===== config.mk =====
export PLATFORM = sky130hd
export DESIGN_NAME = flash_space_map_and_program_launch
export DESIGN_NICKNAME = d
export VERILOG_FILES = /design/src/rtl/flash_map_pkg.sv /design/src/rtl/flash_space_map_and_program_launch.sv /design/src/rtl/program_timer.sv
export VERILOG_INCLUDE_DIRS = /design/src /design/src/rtl
export SDC_FILE = /design/constraint.sdc
export NUM_CORES = 1
export LEC_CHECK = 0
export ABC_CLOCK_PERIOD_IN_PS = 1600
export BUFFER_PORTS_ARGS = -buffer_cell sky130_fd_sc_hd__buf_2
export CAP_MARGIN = 5
export CORE_ASPECT_RATIO = 1.25
export CORE_MARGIN = 1
export CORE_UTILIZATION = 43
export CTS_BUF_LIST = sky130_fd_sc_hd__clkbuf_8
export DETAILED_ROUTE_END_ITERATION = 8
export GPL_ROUTABILITY_DRIVEN = 0
export PLACE_DENSITY = 0.78
export SLEW_MARGIN = 20
export SYNTH_ARGS = -nofsm -noshare
export SYNTH_HDL_FRONTEND = slang
export SYNTH_HIERARCHICAL = 1
export SYNTH_SLANG_ARGS = --single-unit

===== constraint.sdc =====
create_clock -name ref_clk -period 1.6 [get_ports ref_clk]
set_input_delay 0.08 -clock ref_clk [delete_from_list [all_inputs] [get_ports ref_clk]]
set_output_delay 0.08 -clock ref_clk [all_outputs]
set_load 0.02 [all_outputs]

===== src/rtl/flash_map_consts.svh =====
// Constants for the flash space map and program launch block
`ifndef FLASH_MAP_CONSTS_SVH
`define FLASH_MAP_CONSTS_SVH
`define FLASH_CONTROL_ADDR   8'hd1
`define FLASH_CONTROL_RESET  8'h00
`define KEY_MSB              7
`define KEY_LSB              4
`define LATCH_MAP_BIT        3
`define SPACE_MSB            2
`define SPACE_LSB            1
`define BUSY_BIT             0
`define KEY_FIRST            4'h5
`define KEY_SECOND           4'ha
`define SPACE_USER           2'b00
`define SPACE_EXTRA          2'b01
`define SPACE_SECURITY       2'b10
`define USER_ADDR_MAX        16'h7fff
`define EXTRA_ADDR_MIN       16'hff80
`define SECURITY_ADDR        16'h0000
`define BYTE_MSB             6
`define PAGE_MSB             14
`define PAGE_LSB             7
`define PROGRAM_TIME_US      10
`define CLOCK_MHZ            10
`endif


===== src/rtl/flash_map_pkg.sv =====
// Types shared by the flash space map and program launch block
package flash_map_pkg;
    typedef enum logic [1:0]
    {
        IDLE_ST  = 2'b00,
        ARMED_ST = 2'b01,
        BUSY_ST  = 2'b11
    } launch_state_type;

    typedef struct packed
    {
        logic [3:0] launchKey;
        logic       latchMapSelect;
        logic [1:0] spaceSelect;
        logic       programInProgress;
    } flash_control_type;

    typedef struct packed
    {
        logic       valid;
        logic [7:0] page;
        logic [6:0] byteSel;
        logic [7:0] data;
    } latch_write_type;
endpackage


===== src/rtl/flash_space_map_and_program_launch.sv =====
// Flash control register, space mapping and programming launch
//
// Behaviour
// Default: user array readable only through code reads, never written.
// Latch map bit set maps column latches into data space writes.
// Latch writes accepted for addresses 0000h to 7FFFh while mapped.
// Bits 6:0 pick byte in page; bits 14:7 pick the page.
// Latch map bit overrides external data select for data writes.
// Space field: 00 user, 01 extra row, 10 security byte, 11 reserved.
// Code reads return the selected flash space; the only read path.
// Launch key nibble sits in bits 7:4 and guards programming start.
// Key 5 then key A in next write starts programming of space.
// Bit 0 busy is high during programming, clears itself afterwards.
// Space select at bits 2:1, latch map select at bit 3.
// Wrong second key abandons sequence; fresh correct pair needed.
`include "flash_map_consts.svh"
module flash_space_map_and_program_launch #(
    parameter int PROGRAM_CYCLES = `PROGRAM_TIME_US * `CLOCK_MHZ
)(
    // Clock and reset
    input  wire logic                     ref_clk,
    input  wire logic                     rst_n,
    // Special function register bus
    input  wire logic [7:0]               sfrAddr,
    input  wire logic                     sfrWrite,
    input  wire logic [7:0]               sfrWrData,
    output logic      [7:0]               sfrRdData,
    // Processor data space write and external data select
    input  wire logic                     dataWrite,
    input  wire logic [15:0]              dataAddr,
    input  wire logic [7:0]               dataWrData,
    input  wire logic                     externalDataSelect,
    output logic                          externalWrite,
    // Processor code space read
    input  wire logic                     codeRead,
    input  wire logic [15:0]              codeAddr,
    output logic      [7:0]               codeRdData,
    output logic                          codeRdValid,
    // Flash array side
    output flash_map_pkg::latch_write_type latchWrite,
    output logic      [1:0]               arrayReadSpace,
    output logic      [15:0]              arrayReadAddr,
    output logic                          arrayRead,
    input  wire logic [7:0]               arrayRdData,
    output logic                          programFlashArray,
    output logic      [1:0]               programSpace
);
    import flash_map_pkg::*;

    // ------------------------------------------------------------
    // Control register and launch sequencer
    // ------------------------------------------------------------
    flash_control_type control;
    flash_control_type next_control;
    launch_state_type  state;
    launch_state_type  next_state;
    logic              next_programFlashArray;
    logic [1:0]        next_programSpace;
    logic              timerDone;
    logic              regWrite;
    logic [3:0]        keyIn;

    assign regWrite = sfrWrite && (sfrAddr == `FLASH_CONTROL_ADDR);
    assign keyIn    = sfrWrData[`KEY_MSB:`KEY_LSB];

    // Register writes store the fields; the key drives the sequencer.
    // Busy is not writable by software so a stray write cannot hide it.
    always_comb
    begin
        next_control           = control;
        next_state             = state;
        next_programFlashArray = 1'b0;
        next_programSpace      = programSpace;
        if (regWrite)
        begin
            next_control.launchKey      = keyIn;
            next_control.latchMapSelect = sfrWrData[`LATCH_MAP_BIT];
            next_control.spaceSelect    =
                sfrWrData[`SPACE_MSB:`SPACE_LSB];
        end
        unique case (state)
            IDLE_ST:
            begin
                if (regWrite && keyIn == `KEY_FIRST)
                    next_state = ARMED_ST;
            end
            ARMED_ST:
            begin
                if (regWrite)
                begin
                    if (keyIn == `KEY_SECOND)
                    begin
                        next_state             = BUSY_ST;
                        next_programFlashArray = 1'b1;
                        next_programSpace      =
                            sfrWrData[`SPACE_MSB:`SPACE_LSB];
                    end
                    else if (keyIn == `KEY_FIRST)
                        next_state = ARMED_ST;
                    else
                        next_state = IDLE_ST;
                end
            end
            BUSY_ST:
            begin
                // Keys written while busy are ignored
                if (timerDone)
                    next_state = IDLE_ST;
            end
            default:
                next_state = IDLE_ST;
        endcase
        next_control.programInProgress =
            (next_state == BUSY_ST);
    end

    always_ff @(posedge ref_clk)
    begin
        if (!rst_n)
        begin
            control           <= `FLASH_CONTROL_RESET;
            state             <= IDLE_ST;
            programFlashArray <= 1'b0;
            programSpace      <= `SPACE_USER;
        end
        else
        begin
            control           <= next_control;
            state             <= next_state;
            programFlashArray <= next_programFlashArray;
            programSpace      <= next_programSpace;
        end
    end

    // Busy timer, started by the launch pulse
    program_timer #(
        .CYCLES (PROGRAM_CYCLES)
    ) u_timer (
        .ref_clk (ref_clk),
        .rst_n   (rst_n),
        .start   (next_programFlashArray),
        .done    (timerDone)
    );

    // ------------------------------------------------------------
    // Register read, data space routing and code reads
    // ------------------------------------------------------------
    logic [7:0]      next_sfrRdData;
    latch_write_type next_latchWrite;
    logic            next_externalWrite;
    logic            next_arrayRead;
    logic [1:0]      next_arrayReadSpace;
    logic [15:0]     next_arrayReadAddr;
    logic            readPending;

    // True where a code address falls inside the selected space
    function automatic logic inSpace(input logic [1:0] sp,
                                     input logic [15:0] a);
        unique case (sp)
            `SPACE_USER:     inSpace = (a <= `USER_ADDR_MAX);
            `SPACE_EXTRA:    inSpace = (a >= `EXTRA_ADDR_MIN);
            `SPACE_SECURITY: inSpace = (a == `SECURITY_ADDR);
            default:         inSpace = 1'b0;
        endcase
    endfunction

    // Latch mapping wins over external data; reserved space reads 00h
    always_comb
    begin
        next_sfrRdData      = control;
        next_latchWrite     = '0;
        next_externalWrite  = 1'b0;
        next_arrayRead      = 1'b0;
        next_arrayReadSpace = arrayReadSpace;
        next_arrayReadAddr  = arrayReadAddr;
        if (dataWrite && control.latchMapSelect)
        begin
            if (dataAddr <= `USER_ADDR_MAX)
            begin
                next_latchWrite.valid   = 1'b1;
                next_latchWrite.byteSel =
                    dataAddr[`BYTE_MSB:0];
                next_latchWrite.page    =
                    dataAddr[`PAGE_MSB:`PAGE_LSB];
                next_latchWrite.data    = dataWrData;
            end
        end
        else if (dataWrite && externalDataSelect)
            next_externalWrite = 1'b1;
        if (codeRead && inSpace(control.spaceSelect, codeAddr))
        begin
            next_arrayRead      = 1'b1;
            next_arrayReadSpace = control.spaceSelect;
            next_arrayReadAddr  = codeAddr;
        end
    end

    always_ff @(posedge ref_clk)
    begin
        if (!rst_n)
        begin
            sfrRdData      <= `FLASH_CONTROL_RESET;
            latchWrite     <= '0;
            externalWrite  <= 1'b0;
            arrayRead      <= 1'b0;
            arrayReadSpace <= `SPACE_USER;
            arrayReadAddr  <= '0;
            readPending    <= 1'b0;
            codeRdData     <= '0;
            codeRdValid    <= 1'b0;
        end
        else
        begin
            sfrRdData      <= next_sfrRdData;
            latchWrite     <= next_latchWrite;
            externalWrite  <= next_externalWrite;
            arrayRead      <= next_arrayRead;
            arrayReadSpace <= next_arrayReadSpace;
            arrayReadAddr  <= next_arrayReadAddr;
            readPending    <= codeRead;
            codeRdValid    <= readPending;
            codeRdData     <= arrayRead ? arrayRdData : 8'h00;
        end
    end
endmodule // flash_space_map_and_program_launch


===== src/rtl/program_timer.sv =====
// Busy-time counter for one flash programming operation
`include "flash_map_consts.svh"
module program_timer #(
    parameter int CYCLES = `PROGRAM_TIME_US * `CLOCK_MHZ
)(
    // Clock and reset
    input  wire logic ref_clk,
    input  wire logic rst_n,
    // Control
    input  wire logic start,
    output logic      done
);
    localparam int W = $clog2(CYCLES + 1);
    logic [W-1:0] count;
    logic [W-1:0] next_count;
    logic         next_done;

    // Count down from the load value; done pulses as the count reaches zero
    always_comb
    begin
        next_count = count;
        next_done  = 1'b0;
        if (start)
            next_count = W'(CYCLES);
        else if (count != '0)
        begin
            next_count = count - W'(1);
            next_done  = (count == W'(1));
        end
    end

    always_ff @(posedge ref_clk)
    begin
        if (!rst_n)
        begin
            count <= '0;
            done  <= 1'b0;
        end
        else
        begin
            count <= next_count;
            done  <= next_done;
        end
    end
endmodule // program_timer


* Word-level counts from Yosys, hierarchy flattened
Cells that the tools add are included.
** Storage, ports and cells
- Input port bits :: 70
- Output and inout port bits :: 64
- Word-level logic and storage cells :: 69
- Register bits after elaboration :: 83
** Cells by class
- Bitwise gates (word level) :: 2
- Mux-type cells :: 15
- $lt $le $gt $ge :: 3
- Reductions and logical operators :: 17
- Equality and inequality tests :: 9
- Add/sub/neg operators :: 1
** Operators by type and width (count)
- 16-bit by 15-bit <= comparator with 1-bit output (second input constant) :: 2
- 24-bit 2-to-1 mux :: 1
- 16-bit greater-or-equal comparator (second input constant) :: 1
- 16-bit logical NOT :: 1
- 7-bit 2-to-1 mux :: 2
- 8-bit == test (second input constant) :: 1
- 2-bit 2-to-1 mux :: 4
- 7-bit by 1-bit == test with 1-bit output (second input constant) :: 1
- 7-bit nonzero test :: 1
- 7-bit by 1-bit subtractor with 7-bit output (second input constant) :: 1
- 2-bit == test (second input constant) :: 3
- 1-bit 2-to-1 mux :: 6
- 2-bit one-hot mux with 3 select lines :: 1
- 3-bit AND reduction :: 2
- 1-bit logical AND :: 5
- 2-bit by 1-bit == test with 1-bit output (second input constant) :: 2
- 4-bit by 3-bit == test with 1-bit output (second input constant) :: 1
- 4-bit == test (second input constant) :: 1
- 2-bit logical NOT :: 2
- 2-bit AND reduction :: 2
- 2-bit OR reduction :: 2
- 1-bit one-hot mux with 3 select lines :: 1
- 3-bit OR reduction :: 1
- 1-bit NOT :: 2
- 2-bit nonzero test :: 1

* Depth between registers and ports, before layout
- Depth in word-level cells :: 6
- Depth in mapped cells :: 7
- Depth with buffers taken out :: 6

* Modules after synthesis
The synthesis kept the hierarchy.
** By module, submodules not included
- flash_space_map_and_program_launch :: seq. area each 1501.4 um2, times used 1, cells each 241, area an instance 2499.9 um2
- program_timer :: seq. area each 160.2 um2, times used 1, cells each 37, area an instance 389.1 um2

* Worst setup path before layout
No wires, ideal clock.
- Path kind :: register -> register
- Start point :: register u_timer.count[0]
- End point :: register u_timer.count[1]
- Setup time :: 64 ps
- Slack :: -41 ps
- Stages on the path, launching flop included :: 8
- Required time :: 1536 ps
- Period minus slack after synthesis :: 1641 ps
- Path buffers :: 1
- Arrival time :: 1577 ps
- Cells stage by stage :: dfxtp_1 > inv_1 > ha_1 > or3b_1 > buf_6 > nor2_4 > mux2_2 > nor2_1
** On the way
- Cells in the longest elaborated chain, start to end :: 1
- Elaborated cells between the ends (all ways) :: 2
- Classes of those cells :: add/sub (1); reduce/logical (1)
** RTL lines
- start, declared :: line program_timer.sv:14 : logic [W-1:0] count;
- start signal, assigned :: line program_timer.sv:41 : count <= next_count;
- 7-bit by 1-bit subtractor with 7-bit output or 7-bit nonzero test (tied branches) :: line program_timer.sv:27, program_timer.sv:25
Parallel ways exist; a longest one is shown, timed or not.
A chain may end at the register's enable or synchronous reset.

* Final worst setup path
Same ends and word-level chain as after synthesis.

==> results.py <==
metrics = {
    "yosys": {
        "synth_cells": 278,
        "ys_types": 43,
        "synth_nets": 350,
        "ys_seq_elements": 83,
        "synth.avg_cell_area_um2": 10.4,
        "seq_area_frac_synth_pct": 57.5,
        "yosysWarningCount": 6,
        "syn-cell-area_mm2": 0.00289,
    },
    "sta": {
        "maxSlewViolCount": 0,
        "skew_ns": 0.00538,
        "fmax_mhz": 648,
        "tightest_slew_ns": 0.412,
        "hold_violations": 0,
        "fin_crit_ns": 1.54,
        "maxSlewHeadroom_pct": 72.3,
        "final-setup-viol-count": 0,
        "post-route-period-util_pct": 96.5,
    },
    "die": {
        "die_area_mm2": 0.00705,
        "floorplan.initialDensity_pct": 44.3,
        "num_io_pins": 134,
        "die_w_um": 75.3,
        "fp.dieH_um": 93.6,
        "rows": 33,
        "coreArea_mm2": 0.00652,
    },
    "global_route": {
        "antenna_found_initial": 0,
        "use_met1_pct": 20.8,
        "grt_max_degree": 49,
        "met2_usage_pct": 35.6,
        "use_met3_pct": 3.99,
        "grt_pass1_wl_um": 10500,
        "grt_pass1_vias": 2478,
        "track_usage_pct": 19.6,
        "overflow": 0,
        "gr-max-usage-layer": "met2",
    },
    "route": {
        "post_drt_wl_per_cell_um": 12.9,
        "antenna_left": 0,
        "drc": 0,
        "drt_iter0_drc": 64,
        "via_count": 2634,
        "viasPerCell": 4.73,
        "totalWireLength_um": 7180,
        "drt-pass1-iter-count": 4,
    },
    "placed_design": {
        "dp_hpwl_um": 4580,
        "dp_cells": 497,
        "placed_area_mm2": 0.00372,
        "io_buffers": 132,
    },
    "critical_path": {
        "crit_arrival_ns": 1.82,
        "critPathLaunchType": "flop",
        "worstPathMaxFanout": 5,
        "cp_data_required_time_ns": 1.88,
        "max_stage_delay_ns": 0.42,
        "slowest_stage": "or3b_4",
        "critPathBufInv": 1,
        "crit_chain": "inv_2 -> ha_4 -> or3b_4 -> nor2_4 -> mux2_2 -> nor2_2",
        "cp_top_family": "simple AND/OR/NAND/NOR gates",
        "rrSetupSlack_ns": 0.06,
        "critPathKind": "reg -> reg",
        "cp-end-kind": "flop",
    },
    "clock_tree": {
        "cts_made_buffers": 9,
        "cts_buffer_depth": 2,
        "ctsHtreeMaxLevel": 3,
        "cts_sinks": 83,
        "clockRootBuffer": "clkbuf_8",
        "cts_tree": "built",
        "clkSlewWorstSetupHoldPaths_ns": 0.08,
        "worstSkewPairLatency_ns": 0.34,
    },
    "layout": {
        "multi_input_area_mm2": 0.00120,
        "area.sequential_mm2": 0.00166,
        "fillers": 500,
        "fin_util_pct": 67.9,
        "final_cells": 557,
        "area_delta_synth_final_pct": 53.4,
        "fin_area_mm2": 0.00443,
        "drive_gt1_share_pct": 39.8,
        "fin_nets": 538,
        "diodes": 0,
    },
    "run_status": {
        "status": "finished, final reports clean",
    },
    "power_and_ir_drop": {
        "p_per_area_mw_per_mm2": 1080,
        "peakVddDrop_v": 0.000973,
        "leakagePower_nw": 2.10,
        "total_power_w": 0.00479,
    },
    "worst_hold_path": {
        "hp-class": "in -> reg",
    },
    "run": {
        "maxCapViolCount": 0,
    },
}
==> registers in the layout (all words and copies together) (netlist names) <==
signal             count
state                  2
programFlashArray      1
latchWrite            24
externalWrite          1
arrayReadAddr         16
u_timer/done           1
codeRdValid            1
u_timer/count          7
control                8
sfrRdData              8
codeRdData             8
arrayRead              1
readPending            1
programSpace           2
arrayReadSpace         2
==> layout by cell type (no fill, tap or decap), types with 6 or more instances in the layout <==
| cell type | synthesis | layout |
|---|---|---|
| dlygate4sd3_1 | 0 | 42 |
| buf_2 | 0 | 132 |
| dfxtp_1 | 83 | 82 |
| clkbuf_8 | 0 | 10 |
| mux2i_1 | 17 | 16 |
| nand2_1 | 48 | 48 |
| a21oi_1 | 9 | 9 |
| and3_1 | 8 | 8 |
| buf_4 | 1 | 12 |
| nor3_1 | 7 | 6 |
| and2_1 | 33 | 33 |
==> cell type report <==
| cell class | instances | area share, % |
|---|---|---|
| inverters | 4 | 0.339 |
| clock buffers | 10 | 3.11 |
| multi-input cells | 178 | 27.2 |
| clock inverters | 5 | 1.24 |
| well taps | 87 | 2.46 |
| flip-flops and latches | 83 | 37.5 |
| repair buffers | 190 | 28.2 |
==> synthesized netlist by cell type <==
cell type   n  area, um2
nor2_1      5       18.8
or4b_2      1       10.0
xor2_1      1       8.76
nand4_2     1       12.5
nor2_2      1       6.26
nor3_1      7       35.0
or3b_1      1       8.76
nand4_1     2       12.5
or3_4       1       11.3
o21ai_0     3       15.0
o211ai_2    1       12.5
dfxtp_1    83       1660
and3b_1     1       8.76
o21ai_1     4       20.0
or4_4       1       11.3
nor4_1      3       18.8
inv_1       4       15.0
o21a_1      5       37.5
nand3b_1    1       7.51
xnor2_1     3       26.3
nand3_1     3       15.0
mux2i_1    17        170
clkbuf_1    9       33.8
and2_1     33        206
and3_1      8       50.1
nor4bb_1    2       20.0
nand2_1    48        180
a41oi_1     1       8.76
nor2_4      1       11.3
o211a_1     1       10.0
nand2b_1    1       6.26
nor4_4      1       21.3
buf_6       3       33.8
or3b_4      1       11.3
a21oi_1     9       45.0
ha_1        2       25.0
nor3b_1     3       22.5
buf_4       1       7.51
o31a_2      1       10.0
nand4b_1    1       8.76
mux2_2      1       11.3
o31ai_2     1       12.5
o21ba_2     1       10.0
==> per-stage QoR <==
stage	setup slack (ns)	TNS, ns	hold WS (ns)
CTS	0.0149	0	0.000960
floorplan	0.0137	0	0.197
global placement	0.0114	0	0.279
finish	0.0561	0	0.00523
global route	-0.0252	-0.0265	0.00909
detailed placement	-0.0395	-0.0716	0.283
==> worst paths after layout <==
| path | cells past startpoint | to | startpoint |
|---|---|---|---|
| min reg2reg | 1 | sfrRdData[0] | control[0] |
| min | 3 | control[2] | sfrWrData[2] |
| max reg2reg | 6 | u_timer/count[1] | u_timer/count[0] |
| max | 6 | u_timer/count[1] | u_timer/count[0] |
==> routing by layer <==
layer,vias up,share of wire [%]
met5,-,0
met4,0,1.8
met3,13,5.7
met2,98,53
met1,1209,40
li1,1314,-
==> power by group <==
| group | total (W) | internal (W) | switching (W) |
|---|---|---|---|
| clock network | 0.00144 | 0.000750 | 0.000695 |
| logic | 0.00108 | 0.000588 | 0.000490 |
| registers | 0.00227 | 0.00218 | 0.0000911 |
==> worst register-to-register path, delay by kind of cell (launching register included) <==
| family | cells | cell delay (ns) |
|---|---|---|
| flops | 1 | 0.33 |
| buf+inv | 1 | 0.07 |
| simple gates | 3 | 0.61 |
| fa+ha+maj | 1 | 0.14 |
| mux | 1 | 0.34 |
==> kinds of logic (layout without fill, tap and decap cells) <==
group	after synthesis	after routing	synth area share (%)
muxes	18	18	6.28
AOI/OAI and AO/OA	27	27	6.28
xor gates and xnor gates	4	4	1.21
adders and majority gates	2	2	0.866
and+or+nand+nor	127	127	24.7
buffers and inverters	17	209	3.12
DFF	83	83	57.5
==> repair_timing <==
item,in CTS,in global routing
endpoints found under the hold margin,42,0
gates cloned,0,1
hold buffers,42,0
pin swaps,0,2
setup endpoints to repair,3,19
gates resized for setup,1,11
setup buffers,0,2
No activity file was read; power rests on OpenSTA's default activity.
